## config.mk

```make
export PLATFORM = sky130hd
export DESIGN_NAME = flash_program_status_id_logic
export DESIGN_NICKNAME = d
export VERILOG_FILES = /design/src/flash_prog_pkg.sv /design/src/flash_program_status_id_logic.sv /design/src/program_pulse_timer.sv
export SDC_FILE = /design/constraint.sdc
export NUM_CORES = 1
export LEC_CHECK = 0
export BUFFER_PORTS_ARGS = -buffer_cell sky130_fd_sc_hd__clkbuf_2
export CORE_MARGIN = 4
export CORE_UTILIZATION = 45
export CTS_BUF_LIST = sky130_fd_sc_hd__clkbuf_4 sky130_fd_sc_hd__clkbuf_8 sky130_fd_sc_hd__clkbuf_16
export CTS_CLUSTER_SIZE = 8
export DETAILED_ROUTE_END_ITERATION = 8
export HOLD_SLACK_MARGIN = 0.05
export PLACE_DENSITY = 0.73
export REMOVE_ABC_BUFFERS = 1
export SYNTH_ARGS = -nofsm -noshare
export SYNTH_HDL_FRONTEND = slang
export SYNTH_HIERARCHICAL = 1
export SYNTH_SLANG_ARGS = --single-unit
```

## constraint.sdc

```tcl
create_clock -name clk_sys_in -period 3.2 [get_ports clk_sys_in]
set_input_delay 0.16 -clock clk_sys_in [delete_from_list [all_inputs] [get_ports clk_sys_in]]
set_output_delay 0.16 -clock clk_sys_in [all_outputs]
set_load 0.05 [all_outputs]
```

## src/flash_prog_pkg.sv

```systemverilog
// ============================================================
// shared constants for the program / status / identification logic
package flash_prog_pkg;

    // ============================================================
    // widths
    localparam int ADDR_W = 19;   // byte address a18..a0
    localparam int DATA_W = 8;

    // ============================================================
    // first-cycle command codes
    localparam logic [7:0] CMD_READ_ARRAY   = 8'hff;
    localparam logic [7:0] CMD_PROGRAM_A    = 8'h40;
    localparam logic [7:0] CMD_PROGRAM_B    = 8'h10;
    localparam logic [7:0] CMD_READ_STATUS  = 8'h70;
    localparam logic [7:0] CMD_CLEAR_STATUS = 8'h50;
    localparam logic [7:0] CMD_PRODUCT_ID   = 8'h90;
    localparam logic [7:0] CMD_ERASE_SECTOR = 8'h21;
    localparam logic [7:0] CMD_ERASE_UNIF   = 8'h20;
    localparam logic [7:0] CMD_ERASE_CONF   = 8'hd0;

    // ============================================================
    // operation_status_flags field positions
    localparam int ST_READY_BIT   = 7;
    localparam int ST_ERASE_BIT   = 5;
    localparam int ST_PROG_BIT    = 4;
    localparam int ST_PROTECT_BIT = 1;
    localparam logic [7:0] ST_RESET = 8'h00;  // error flags clear

    // ============================================================
    // identification addresses and codes
    localparam logic [ADDR_W-1:0] ID_MFR_ADDR = 19'h00000;
    localparam logic [ADDR_W-1:0] ID_DEV_ADDR = 19'h00001;
    localparam logic [7:0] ID_MFR_CODE = 8'h5a;  // arbitrary value
    localparam logic [7:0] ID_DEV_CODE = 8'ha5;  // arbitrary value

    // ============================================================
    // top boot sector: uppermost 32 kbyte, a18..a15 all ones
    localparam int         TOP_SEC_LSB = 15;
    localparam logic [3:0] TOP_SEC_TAG = 4'hf;

    // ============================================================
    // self-timed program duration
    localparam int CLK_MHZ       = 125;
    localparam int PROG_TIME_US  = 20;
    localparam int PROG_CYCLES   = PROG_TIME_US * CLK_MHZ;
    localparam int PROG_CNT_W    = 12;
    localparam int SYNC_STAGES   = 2;

endpackage

```

## src/flash_program_status_id_logic.sv

```systemverilog
`timescale 1ns/100ps
// Function
// - program takes two writes; address and data come from the second
// - after data accepted the program pulse is generated and timed inside
// - programming only clears bits; host targets erased bytes
// - after a program the interface stays in status-read mode
// - program succeeds only if lock bit clear and protect pin inactive
// - after read-status command every read returns status
// - read-status command accepted at any time, even while busy
// - error flags set only by command decode and the erase engine, cleared only by clear
// - bit seven low while busy, high when ready
// - bit five reports a failed erase
// - bit four reports a failed program
// - bits five and four together mark a command sequence error
// - bit one set when the targeted sector is protected or locked
// - protection sampled only at an erase or program attempt
// - in id mode address zero gives maker code, one device code
// - any valid command but product id leaves id mode; read-array only when not busy
// - codes 40h and 10h both start a byte program
// - read-array command ignored while an operation runs
module flash_program_status_id_logic (
    // clock and reset
    input  wire logic                              clk_sys_in,
    input  wire logic                              resetn_in,
    // decoded command write cycle
    input  wire logic                              cmd_wr_in,
    input  wire logic [flash_prog_pkg::ADDR_W-1:0] cmd_addr_in,
    input  wire logic [flash_prog_pkg::DATA_W-1:0] cmd_data_in,
    // decoded read cycle
    input  wire logic                              rd_in,
    input  wire logic [flash_prog_pkg::ADDR_W-1:0] rd_addr_in,
    output logic                                   rd_valid_out,
    output logic [flash_prog_pkg::DATA_W-1:0]      rd_data_out,
    // array read data for the current read address, same cycle
    input  wire logic [flash_prog_pkg::DATA_W-1:0] array_rd_data_in,
    // array program port
    output logic                                   prog_pulse_out,
    output logic [flash_prog_pkg::ADDR_W-1:0]      prog_addr_out,
    output logic [flash_prog_pkg::DATA_W-1:0]      prog_data_out,
    // sector lock of the addressed sector, from the lock registers
    input  wire logic                              sector_lock_in,
    // hardware protect pins, active low, asynchronous
    input  wire logic                              top_boot_lock_pin_n_in,
    input  wire logic                              write_protect_n_in,
    // erase engine handshake
    input  wire logic                              erase_busy_in,
    input  wire logic                              erase_done_in,
    input  wire logic                              erase_fail_in,
    input  wire logic                              erase_locked_in,
    // busy indication
    output logic                                   busy_out,
    output logic                                   ready_busy_out,
    output logic                                   ready_busy_oe_n_out,
    output logic [7:0]                             status_out
);

    // ============================================================
    // types
    typedef enum logic [3:0] {
        MODE_ARRAY  = 4'b0001,
        MODE_STATUS = 4'b0010,
        MODE_ID     = 4'b0100,
        MODE_PROG2  = 4'b1000
    } cmd_mode_t;

    typedef enum logic [1:0] {
        ENG_IDLE = 2'b01,
        ENG_PROG = 2'b10
    } eng_state_t;

    // ============================================================
    // declarations
    cmd_mode_t  mode_q;
    cmd_mode_t  mode_d;
    eng_state_t eng_q;
    logic [flash_prog_pkg::SYNC_STAGES-1:0] top_sync_q;
    logic [flash_prog_pkg::SYNC_STAGES-1:0] wp_sync_q;
    logic       top_active;
    logic       wp_active;
    logic       top_sector;
    logic       target_locked;
    logic       is_prog_cmd;
    logic       is_valid_cmd;
    logic       prog_accept;
    logic       prog_start;
    logic       prog_reject;
    logic       seq_error;
    logic       clear_status;
    logic       timer_pulse;
    logic       timer_done;
    logic       busy;
    logic       erase_err_q;
    logic       prog_err_q;
    logic       protect_err_q;
    logic [7:0] status;
    logic [7:0] id_byte;

    // ============================================================
    // protect pin synchronisers; only the last stage is read
    always_ff @(posedge clk_sys_in or negedge resetn_in) begin
        if (!resetn_in) begin
            top_sync_q <= '1;
            wp_sync_q  <= '1;
        end else begin
            top_sync_q <= {top_sync_q[0], top_boot_lock_pin_n_in};
            wp_sync_q  <= {wp_sync_q[0], write_protect_n_in};
        end
    end

    assign top_active = !top_sync_q[flash_prog_pkg::SYNC_STAGES-1];
    assign wp_active  = !wp_sync_q[flash_prog_pkg::SYNC_STAGES-1];

    // ============================================================
    // command decode
    // top boot sector is guarded by its own pin, all others by wp
    assign top_sector = cmd_addr_in[flash_prog_pkg::ADDR_W-1 -:4]
                        == flash_prog_pkg::TOP_SEC_TAG;
    // sampled only at the program attempt, never tracked
    assign target_locked = sector_lock_in
                         | (top_sector ? top_active : wp_active);

    assign is_prog_cmd = cmd_data_in == flash_prog_pkg::CMD_PROGRAM_A
                      || cmd_data_in == flash_prog_pkg::CMD_PROGRAM_B;

    // any address is accepted for these codes
    assign is_valid_cmd = is_prog_cmd
        || cmd_data_in == flash_prog_pkg::CMD_READ_ARRAY
        || cmd_data_in == flash_prog_pkg::CMD_READ_STATUS
        || cmd_data_in == flash_prog_pkg::CMD_CLEAR_STATUS
        || cmd_data_in == flash_prog_pkg::CMD_PRODUCT_ID
        || cmd_data_in == flash_prog_pkg::CMD_ERASE_SECTOR
        || cmd_data_in == flash_prog_pkg::CMD_ERASE_UNIF
        || cmd_data_in == flash_prog_pkg::CMD_ERASE_CONF;

    assign busy = (eng_q == ENG_PROG) | erase_busy_in;

    // second write of a program carries address and data
    assign prog_accept = cmd_wr_in && mode_q == MODE_PROG2;
    assign prog_start  = prog_accept && !target_locked;
    assign prog_reject = prog_accept && target_locked;

    assign clear_status = cmd_wr_in && mode_q != MODE_PROG2
                       && cmd_data_in == flash_prog_pkg::CMD_CLEAR_STATUS;

    // while busy only status commands and a silent read-array pass;
    // anything else is a sequence error rather than being queued
    assign seq_error = cmd_wr_in && busy && mode_q != MODE_PROG2
        && cmd_data_in != flash_prog_pkg::CMD_READ_STATUS
        && cmd_data_in != flash_prog_pkg::CMD_CLEAR_STATUS
        && cmd_data_in != flash_prog_pkg::CMD_READ_ARRAY;

    // ============================================================
    // command user interface mode
    always_comb begin
        mode_d = mode_q;
        if (prog_accept) begin
            mode_d = MODE_STATUS;
        end else if (cmd_wr_in && is_valid_cmd) begin
            // any valid code but product id leaves id mode; read-array only when not busy
            unique case (cmd_data_in)
                flash_prog_pkg::CMD_READ_ARRAY: begin
                    if (!busy) begin
                        mode_d = MODE_ARRAY;
                    end
                end
                flash_prog_pkg::CMD_PRODUCT_ID: begin
                    if (!busy) begin
                        mode_d = MODE_ID;
                    end
                end
                flash_prog_pkg::CMD_PROGRAM_A,
                flash_prog_pkg::CMD_PROGRAM_B: begin
                    mode_d = busy ? MODE_STATUS : MODE_PROG2;
                end
                flash_prog_pkg::CMD_CLEAR_STATUS: begin
                    mode_d = (mode_q == MODE_ID) ? MODE_ARRAY : mode_q;
                end
                default: begin
                    // read status, and erase codes handled elsewhere
                    mode_d = MODE_STATUS;
                end
            endcase
        end
    end

    always_ff @(posedge clk_sys_in or negedge resetn_in) begin
        if (!resetn_in) begin
            mode_q <= MODE_ARRAY;
        end else begin
            mode_q <= mode_d;
        end
    end

    // ============================================================
    // internal write state machine for byte program
    always_ff @(posedge clk_sys_in or negedge resetn_in) begin
        if (!resetn_in) begin
            eng_q <= ENG_IDLE;
        end else begin
            unique case (eng_q)
                ENG_IDLE: begin
                    if (prog_start && !erase_busy_in) begin
                        eng_q <= ENG_PROG;
                    end
                end
                ENG_PROG: begin
                    if (timer_done) begin
                        eng_q <= ENG_IDLE;
                    end
                end
            endcase
        end
    end

    // latch target and data once; they hold through the pulse
    always_ff @(posedge clk_sys_in or negedge resetn_in) begin
        if (!resetn_in) begin
            prog_addr_out <= '0;
            prog_data_out <= 8'hff;
        end else if (prog_start && eng_q == ENG_IDLE) begin
            prog_addr_out <= cmd_addr_in;
            // zero bits are cleared, ones leave the cell alone
            prog_data_out <= cmd_data_in;
        end
    end

    program_pulse_timer u_timer (
        .clk_sys_in (clk_sys_in),
        .resetn_in  (resetn_in),
        .start_in   (prog_start && eng_q == ENG_IDLE && !erase_busy_in),
        .pulse_out  (timer_pulse),
        .done_out   (timer_done)
    );

    assign prog_pulse_out = timer_pulse;

    // ============================================================
    // error flags: set wins over a clear in the same cycle
    always_ff @(posedge clk_sys_in or negedge resetn_in) begin
        if (!resetn_in) begin
            erase_err_q <=
                flash_prog_pkg::ST_RESET[flash_prog_pkg::ST_ERASE_BIT];
        end else if (seq_error || (erase_done_in && erase_fail_in)) begin
            erase_err_q <= 1'b1;
        end else if (clear_status) begin
            erase_err_q <= 1'b0;
        end
    end

    always_ff @(posedge clk_sys_in or negedge resetn_in) begin
        if (!resetn_in) begin
            prog_err_q <=
                flash_prog_pkg::ST_RESET[flash_prog_pkg::ST_PROG_BIT];
        end else if (seq_error || prog_reject) begin
            prog_err_q <= 1'b1;
        end else if (clear_status) begin
            prog_err_q <= 1'b0;
        end
    end

    always_ff @(posedge clk_sys_in or negedge resetn_in) begin
        if (!resetn_in) begin
            protect_err_q <=
                flash_prog_pkg::ST_RESET[flash_prog_pkg::ST_PROTECT_BIT];
        end else if (prog_reject || (erase_done_in && erase_locked_in)) begin
            protect_err_q <= 1'b1;
        end else if (clear_status) begin
            protect_err_q <= 1'b0;
        end
    end

    // ============================================================
    // status byte assembly; reserved bits are held at zero
    always_comb begin
        status = 8'h00;
        status[flash_prog_pkg::ST_READY_BIT]   = !busy;
        status[flash_prog_pkg::ST_ERASE_BIT]   = erase_err_q;
        status[flash_prog_pkg::ST_PROG_BIT]    = prog_err_q;
        status[flash_prog_pkg::ST_PROTECT_BIT] = protect_err_q;
    end

    assign status_out = status;

    // ============================================================
    // identification bytes; other addresses read zero
    always_comb begin
        id_byte = 8'h00;
        if (rd_addr_in == flash_prog_pkg::ID_MFR_ADDR) begin
            id_byte = flash_prog_pkg::ID_MFR_CODE;
        end else if (rd_addr_in == flash_prog_pkg::ID_DEV_ADDR) begin
            id_byte = flash_prog_pkg::ID_DEV_CODE;
        end
    end

    // ============================================================
    // read data register, one cycle after the read strobe
    always_ff @(posedge clk_sys_in or negedge resetn_in) begin
        if (!resetn_in) begin
            rd_data_out <= '0;
        end else if (rd_in) begin
            unique case (mode_q)
                MODE_ARRAY:  rd_data_out <= array_rd_data_in;
                MODE_ID:     rd_data_out <= id_byte;
                // status also answers while a second cycle is awaited
                MODE_STATUS,
                MODE_PROG2:  rd_data_out <= status;
            endcase
        end
    end

    always_ff @(posedge clk_sys_in or negedge resetn_in) begin
        if (!resetn_in) begin
            rd_valid_out <= 1'b0;
        end else begin
            rd_valid_out <= rd_in;
        end
    end

    // ============================================================
    // busy indication; open-drain pin pulled low while busy
    assign busy_out            = busy;
    assign ready_busy_out      = 1'b0;
    assign ready_busy_oe_n_out = !busy;

endmodule

```

## src/program_pulse_timer.sv

```systemverilog
`timescale 1ns/100ps
// ============================================================
// self-timed program pulse: busy for a fixed count, then one done pulse
module program_pulse_timer (
    // clock and reset
    input  wire logic clk_sys_in,
    input  wire logic resetn_in,
    // control
    input  wire logic start_in,
    // status
    output logic      pulse_out,
    output logic      done_out
);

    localparam logic [flash_prog_pkg::PROG_CNT_W-1:0] LAST =
        flash_prog_pkg::PROG_CNT_W'(flash_prog_pkg::PROG_CYCLES - 1);

    logic [flash_prog_pkg::PROG_CNT_W-1:0] cnt_q;

    // ============================================================
    // count down the pulse; a start while running is ignored
    always_ff @(posedge clk_sys_in or negedge resetn_in) begin
        if (!resetn_in) begin
            pulse_out <= 1'b0;
            cnt_q     <= '0;
        end else if (start_in && !pulse_out) begin
            pulse_out <= 1'b1;
            cnt_q     <= LAST;
        end else if (pulse_out && cnt_q == '0) begin
            pulse_out <= 1'b0;
        end else if (pulse_out) begin
            cnt_q <= cnt_q - 1'b1;
        end
    end

    // one-cycle completion pulse as the pulse ends
    always_ff @(posedge clk_sys_in or negedge resetn_in) begin
        if (!resetn_in) begin
            done_out <= 1'b0;
        end else begin
            done_out <= pulse_out && cnt_q == '0;
        end
    end

endmodule

```

==> flow_summary.json, run 1 <==
{
  "crit_slowest_cell": "dfrtp_1",
  "place_congestion": 0.812,
  "synth_cells": 296,
  "rows": 30,
  "dieArea_um2": 8470,
  "io_buffers": 107,
  "syn_area_per_cell_um2": 10.7,
  "cp_slowest_stage_delay_ns": 0.56,
  "route.met3.wl_um": 406,
  "syn2layout_area_growth_pct": 32.2,
  "yosysUniqueCellTypes": 56,
  "clock_tree.root_cell": "clkbuf_8",
  "clockBufferDepth": 2,
  "drv_slew": 0,
  "synth_ff_type": "dfrtp_1",
  "wirelength_mm": 7.86,
  "cts_setup_buffers": 0,
  "grt_pass1_vias": 2680,
  "clkLatencyLatePin_ns": 0.34,
  "crit_type": "reg -> reg",
  "die_y_um": 92.1,
  "async_flop_share_pct": 100,
  "top_layer_used": "met4",
  "cts-htree-levels": 3,
  "status": "finished, final reports clean",
  "synth_seq_cells": 63,
  "final_common_cell": "clkbuf_2",
  "postLayoutCoreUtil_pct": 61.5,
  "fin_skew_ns": 0.0109,
  "wl_per_cell_um": 14.9,
  "ctsHoldBuffers": 25,
  "crit_family": "simple AND/OR/NAND/NOR gates",
  "diodes": 0,
  "dpl_worst_slack_ns": 1.00,
  "worst_pin_slew_ns": 0.707,
  "synth_edf_count": 0,
  "max-vdd-ir-drop_v": 0.000229,
  "crit_fanout": 27,
  "cts-resized-gates": 0,
  "grt_pass1_wl_mm": 12.6,
  "route.detailed.drc": 0,
  "worst_ep_arrival_time_ns": 2.45,
  "hp-class": "in -> reg",
  "required_ns": 3.42,
  "crit_buf_inv": 1,
  "dieWidth_um": 92.1,
  "fmax_mhz": 449,
  "relSlewSlack_pct": 52.9,
  "first_pass_iters": 4,
  "core_um2": 6830,
  "cts_tree": "built",
  "drtIter0Drc": 128,
  "io-pin-count": 113,
  "fillCellCount": 580,
  "period_needed_ns": 2.23,
  "drive_above_1_share_pct": 42.0,
  "critPathLaunchType": "flip-flop",
  "rsz0062_at_grt": "false",
  "start_util_pct": 46.5,
  "cts.sinks": 63,
  "hold_viol": 0,
  "hold-worst-slack_ns": 0.0684,
  "dpl-instance-area_um2": 3750,
  "grtUsageTotal_pct": 18.9,
  "setup_viol": 0,
  "final_cell_mix": "clkbuf_2 (107), dfrtp_1 (49), mux2_2 (28)",
  "final_net_count": 493,
  "critical_path.endpoint_type": "flip-flop",
  "grt-ovfl-total": 0,
  "clkTransAtPathRegs_ns": 0.07,
  "fin_area_um2": 4200,
  "powerDensity_nw_per_um2": 448,
  "viasPerCell": 5.22,
  "num_vias": 2751,
  "seq_area_frac_synth_pct": 50.1,
  "leakagePower_nw": 1.90,
  "met2_wirelength_mm": 4.30,
  "finalSetupTns_ns": 0,
  "wl_met1_mm": 2.99,
  "netlist_area_um2": 3180,
  "synth_warnings": 6,
  "drtAntennaViolNets": 0,
  "cts_buffers": 9,
  "setup_ws_ns": 0.973,
  "hpwlAfterDp_mm": 5.64,
  "antenna_found_initial": 0,
  "maxCapViolCount": 0,
  "grt_start_max_net_pins": 30,
  "period_share_pct": 69.6,
  "crit_chain": "nor4b_4 -> nand2_2 -> nor4_4 -> buf_4 -> mux2_2"
}
state kept, by name, summed over array words and instances, names as in the netlist, 2 cells and up:
signal and flops:
wp_sync_q 2, prog_data_out 8, top_sync_q 2, mode_q 4, prog_addr_out 19, u_timer/cnt_q 12
rd_data_out 8, eng_q 2
per-stage QoR:
stage	power [mW]	std cells
2_1_floorplan	1.05	280
3_3_place_gp	1.16	486
3_5_place_dp	1.16	486
4_1_cts	1.91	527
5_1_grt	1.98	527
6_report	1.88	527
routing by layer:
layer  track usage (%)  vias to the layer above
li1                  -                     1333
met1              20.6                     1323
met2              34.5                       80
met3              4.59                       15
met4              8.04                        0
met5                 0                        -
cell type report:
| cell class | instances | area, µm² | area share, % |
|---|---|---|---|
| timing repair buffer | 135 | 808 | 19.2 |
| clock inverter | 6 | 70.1 | 1.67 |
| tap | 96 | 120 | 2.86 |
| inverter | 9 | 33.8 | 0.804 |
| sequential | 63 | 1590 | 37.9 |
| multi-input combinational | 208 | 1440 | 34.3 |
| clock buffer | 10 | 138 | 3.27 |
where the power goes:
part           internal (mW)  total [mW]  switching (mW)
Sequential             0.833       0.872          0.0390
Combinational          0.108       0.302           0.194
Clock                  0.383       0.708           0.325
Total                   1.32        1.88           0.558
Yosys cell counts (all sizes together), types with 2 or more instances:
cell     n  area (µm²)
dfrtp   49        1230
mux2    28         315
nand2   28         110
nor2    25        93.8
buf     14         104
dfstp   14         368
nand3   11        55.1
nor4    10        83.8
o21ai   10        50.1
inv      9        33.8
a31oi    8        50.1
nor3     8        40.0
or3      8        50.1
clkbuf   6        22.5
nand2b   6        37.5
a21oi    5        28.8
o22ai    5        31.3
or4      5        45.0
mux2i    4        40.0
nor4b    4        50.1
nor2b    3        18.8
o221ai   3        26.3
o31ai    3        22.5
a221o    2        20.0
and4     2        17.5
ha       2        25.0
nand4    2        12.5
o311ai   2        17.5
o31a     2        17.5
xnor2    2        17.5
worst paths after layout:
kind,from,endpoint,slack [ns],cells after the start
setup reg to reg,mode_q[1],prog_addr_out[0],0.97,5
min in group asynchronous,resetn_in,prog_addr_out[6],0.42,2
hold / removal,cmd_addr_in[0],prog_addr_out[0],0.07,2
setup / recovery,mode_q[1],prog_addr_out[0],0.97,5
hold reg to reg,wp_sync_q[0],wp_sync_q[1],0.36,0
max in group asynchronous,resetn_in,wp_sync_q[0],1.97,3
logic make-up (layout without fill, tap and decap cells):
kind of cell    count (synthesis)  after routing  share of synthesized area, %
compound gates                 51             51                          11.7
xor+xnor                        2              2                         0.551
fa+ha+maj                       2              2                         0.787
buf+inv                        29            160                          5.04
flops                          63             63                          50.1
mux                            32             32                          11.2
other cells                     1              5                         0.118
simple gates                  116            116                          20.5
(Power assumes the default switching activity.)
==> run 2, diff against run 1 <==
clock period = 2.1 ns   (was 3.2 ns; I/O delays follow)
==> run 2 against run 1 <==
Against the previous run: utilization is 2.1 points higher; critical path type unchanged; clock skew is 0.0022 ns lower; highest routed layer unchanged; clock power up 69%; critical path depth unchanged; die area unchanged; setup slack got worse by 0.85 ns; largest cell class unchanged; critical endpoint is now mode_q[2]; flip-flop and latch count unchanged.
==> flow_summary.json, run 2 (same netlist as run 1, synthesis figures left out) <==
{
  "status": "finished, final reports clean",
  "fin_skew_ns": 0.00869,
  "cp_slowest_stage_delay_ns": 0.46,
  "max-vdd-ir-drop_v": 0.000446,
  "powerDensity_nw_per_um2": 693,
  "hold_viol": 0,
  "rsz0062_at_grt": "false",
  "cts_buffers": 9,
  "place_congestion": 0.808,
  "worst_ep_arrival_time_ns": 2.20,
  "route.detailed.drc": 0,
  "leakagePower_nw": 1.97,
  "regMostFlops": "prog_addr_out",
  "critPathLaunchType": "flip-flop",
  "start_util_pct": 46.5,
  "dpl_worst_slack_ns": 0.134,
  "cts.sinks": 63,
  "fmax_mhz": 505,
  "crit_buf_inv": 0,
  "largest_reg_flops": 19,
  "dieArea_um2": 8470,
  "grt_pass1_vias": 2800,
  "syn2layout_area_growth_pct": 36.7,
  "final_common_cell": "clkbuf_2",
  "critical_path.endpoint_type": "flip-flop",
  "clkLatencyLatePin_ns": 0.34,
  "dieWidth_um": 92.1,
  "reg_top3": "prog_addr_out x19, u_timer/cnt_q x12",
  "grt_use_met3_pct": 4.18,
  "met1_usage_pct": 22.3,
  "worst_pin_slew_ns": 0.591,
  "period_needed_ns": 1.98,
  "grtUsageMet2_pct": 34.2,
  "die_y_um": 92.1,
  "setup_viol": 0,
  "maxCapViolCount": 0,
  "clock_tree.root_cell": "clkbuf_8",
  "wl_per_cell_um": 15.0,
  "crit_type": "reg -> reg",
  "crit_chain": "nand2b_1 -> or3_1 -> a21boi_1 -> o221a_2 -> mux2_2",
  "drtIter0Drc": 120,
  "top_usage_layer": "met2",
  "fillCellCount": 561,
  "grt_start_max_net_pins": 28,
  "grt_pass1_wl_mm": 13.2,
  "crit_family": "simple AND/OR/NAND/NOR gates",
  "hpwlAfterDp_mm": 5.88,
  "clockBufferDepth": 2,
  "viasPerCell": 5.28,
  "crit_fanout": 8,
  "crit_slowest_cell": "dfrtp_1",
  "cts-htree-levels": 3,
  "drive_above_1_share_pct": 43.0,
  "period_share_pct": 94.3,
  "cts_tree": "built",
  "antenna_found_initial": 0,
  "final_cell_mix": "clkbuf_2 (107), dfrtp_1 (49), dlygate4sd3_1 (31)",
  "core_um2": 6830,
  "finalPower_mw": 3.01,
  "drv_slew": 0,
  "grtUsageTotal_pct": 19.2,
  "finalSetupTns_ns": 0,
  "io_buffers": 107,
  "clkTransAtPathRegs_ns": 0.07,
  "hp-class": "in -> reg",
  "relSlewSlack_pct": 60.6,
  "postLayoutCoreUtil_pct": 63.6,
  "wirelength_mm": 8.05,
  "final_net_count": 504,
  "diodes": 0,
  "grt-ovfl-total": 0,
  "cts_setup_buffers": 0,
  "io-pin-count": 113,
  "num_vias": 2840,
  "setup_ws_ns": 0.120,
  "first_pass_iters": 4,
  "required_ns": 2.32,
  "drtAntennaViolNets": 0,
  "rows": 30
}
==> run 2: cell type report <==
cell class | count | area [µm²] | share of cell area (%)
repair buffers | 146 | 910 | 20.9
well taps | 96 | 120 | 2.76
clock inverters | 5 | 80.1 | 1.84
flip-flops and latches | 63 | 1590 | 36.7
inverters | 9 | 33.8 | 0.777
multi-input cells | 208 | 1460 | 33.5
clock buffers | 11 | 151 | 3.48
==> run 2: worst reg2reg max path: cells and delay by family, from the launching register on <==
kind | cells | cell delay (ns)
simple gates | 2 | 0.57
mux | 1 | 0.34
flops | 1 | 0.46
compound gates | 2 | 0.50
==> run 2: final timing paths <==
path                                     start               end  slack (ns)  cells after the start
worst min-delay path            cmd_data_in[0]  prog_data_out[0]        0.08                      2
worst min register to register   top_sync_q[0]     top_sync_q[1]        0.36                      0
worst max register to register       mode_q[3]         mode_q[2]        0.12                      5
max in group asynchronous            resetn_in     top_sync_q[0]        1.04                      3
worst max-delay path                 mode_q[3]         mode_q[2]        0.12                      5
min in group asynchronous            resetn_in  prog_addr_out[9]        0.30                      2
==> run 2: stage by stage <==
step | std cells | hold slack, ns | cell area, µm²
6_report | 538 | 0.0793 | 4350
5_1_grt | 538 | 0.0843 | 4350
4_1_cts | 538 | 0.0625 | 4330
3_5_place_dp | 491 | 0.142 | 3780
3_3_place_gp | 491 | 0.123 | 3780
2_1_floorplan | 280 | -0.191 | 3070
==> run 2: report_power, final <==
group | switching (mW) | internal (mW) | total [mW]
Combinational | 0.317 | 0.181 | 0.498
Sequential | 0.0403 | 1.27 | 1.31
Clock | 0.474 | 0.731 | 1.20
Total | 0.831 | 2.18 | 3.01
==> run 2: layer usage <==
layer	vias to the layer above	part of all wire (%)
met3	17	5.1
met1	1374	39
met5	-	0
met4	0	1.8
li1	1352	-
met2	97	54
==> run 2: repair_timing <==
item / 4_1_cts / 5_1_grt
endpoints found under the hold margin: 40 / 0
gates resized for setup: 0 / 5
hold buffers: 31 / 0
endpoints found under the setup margin: 0 / 14
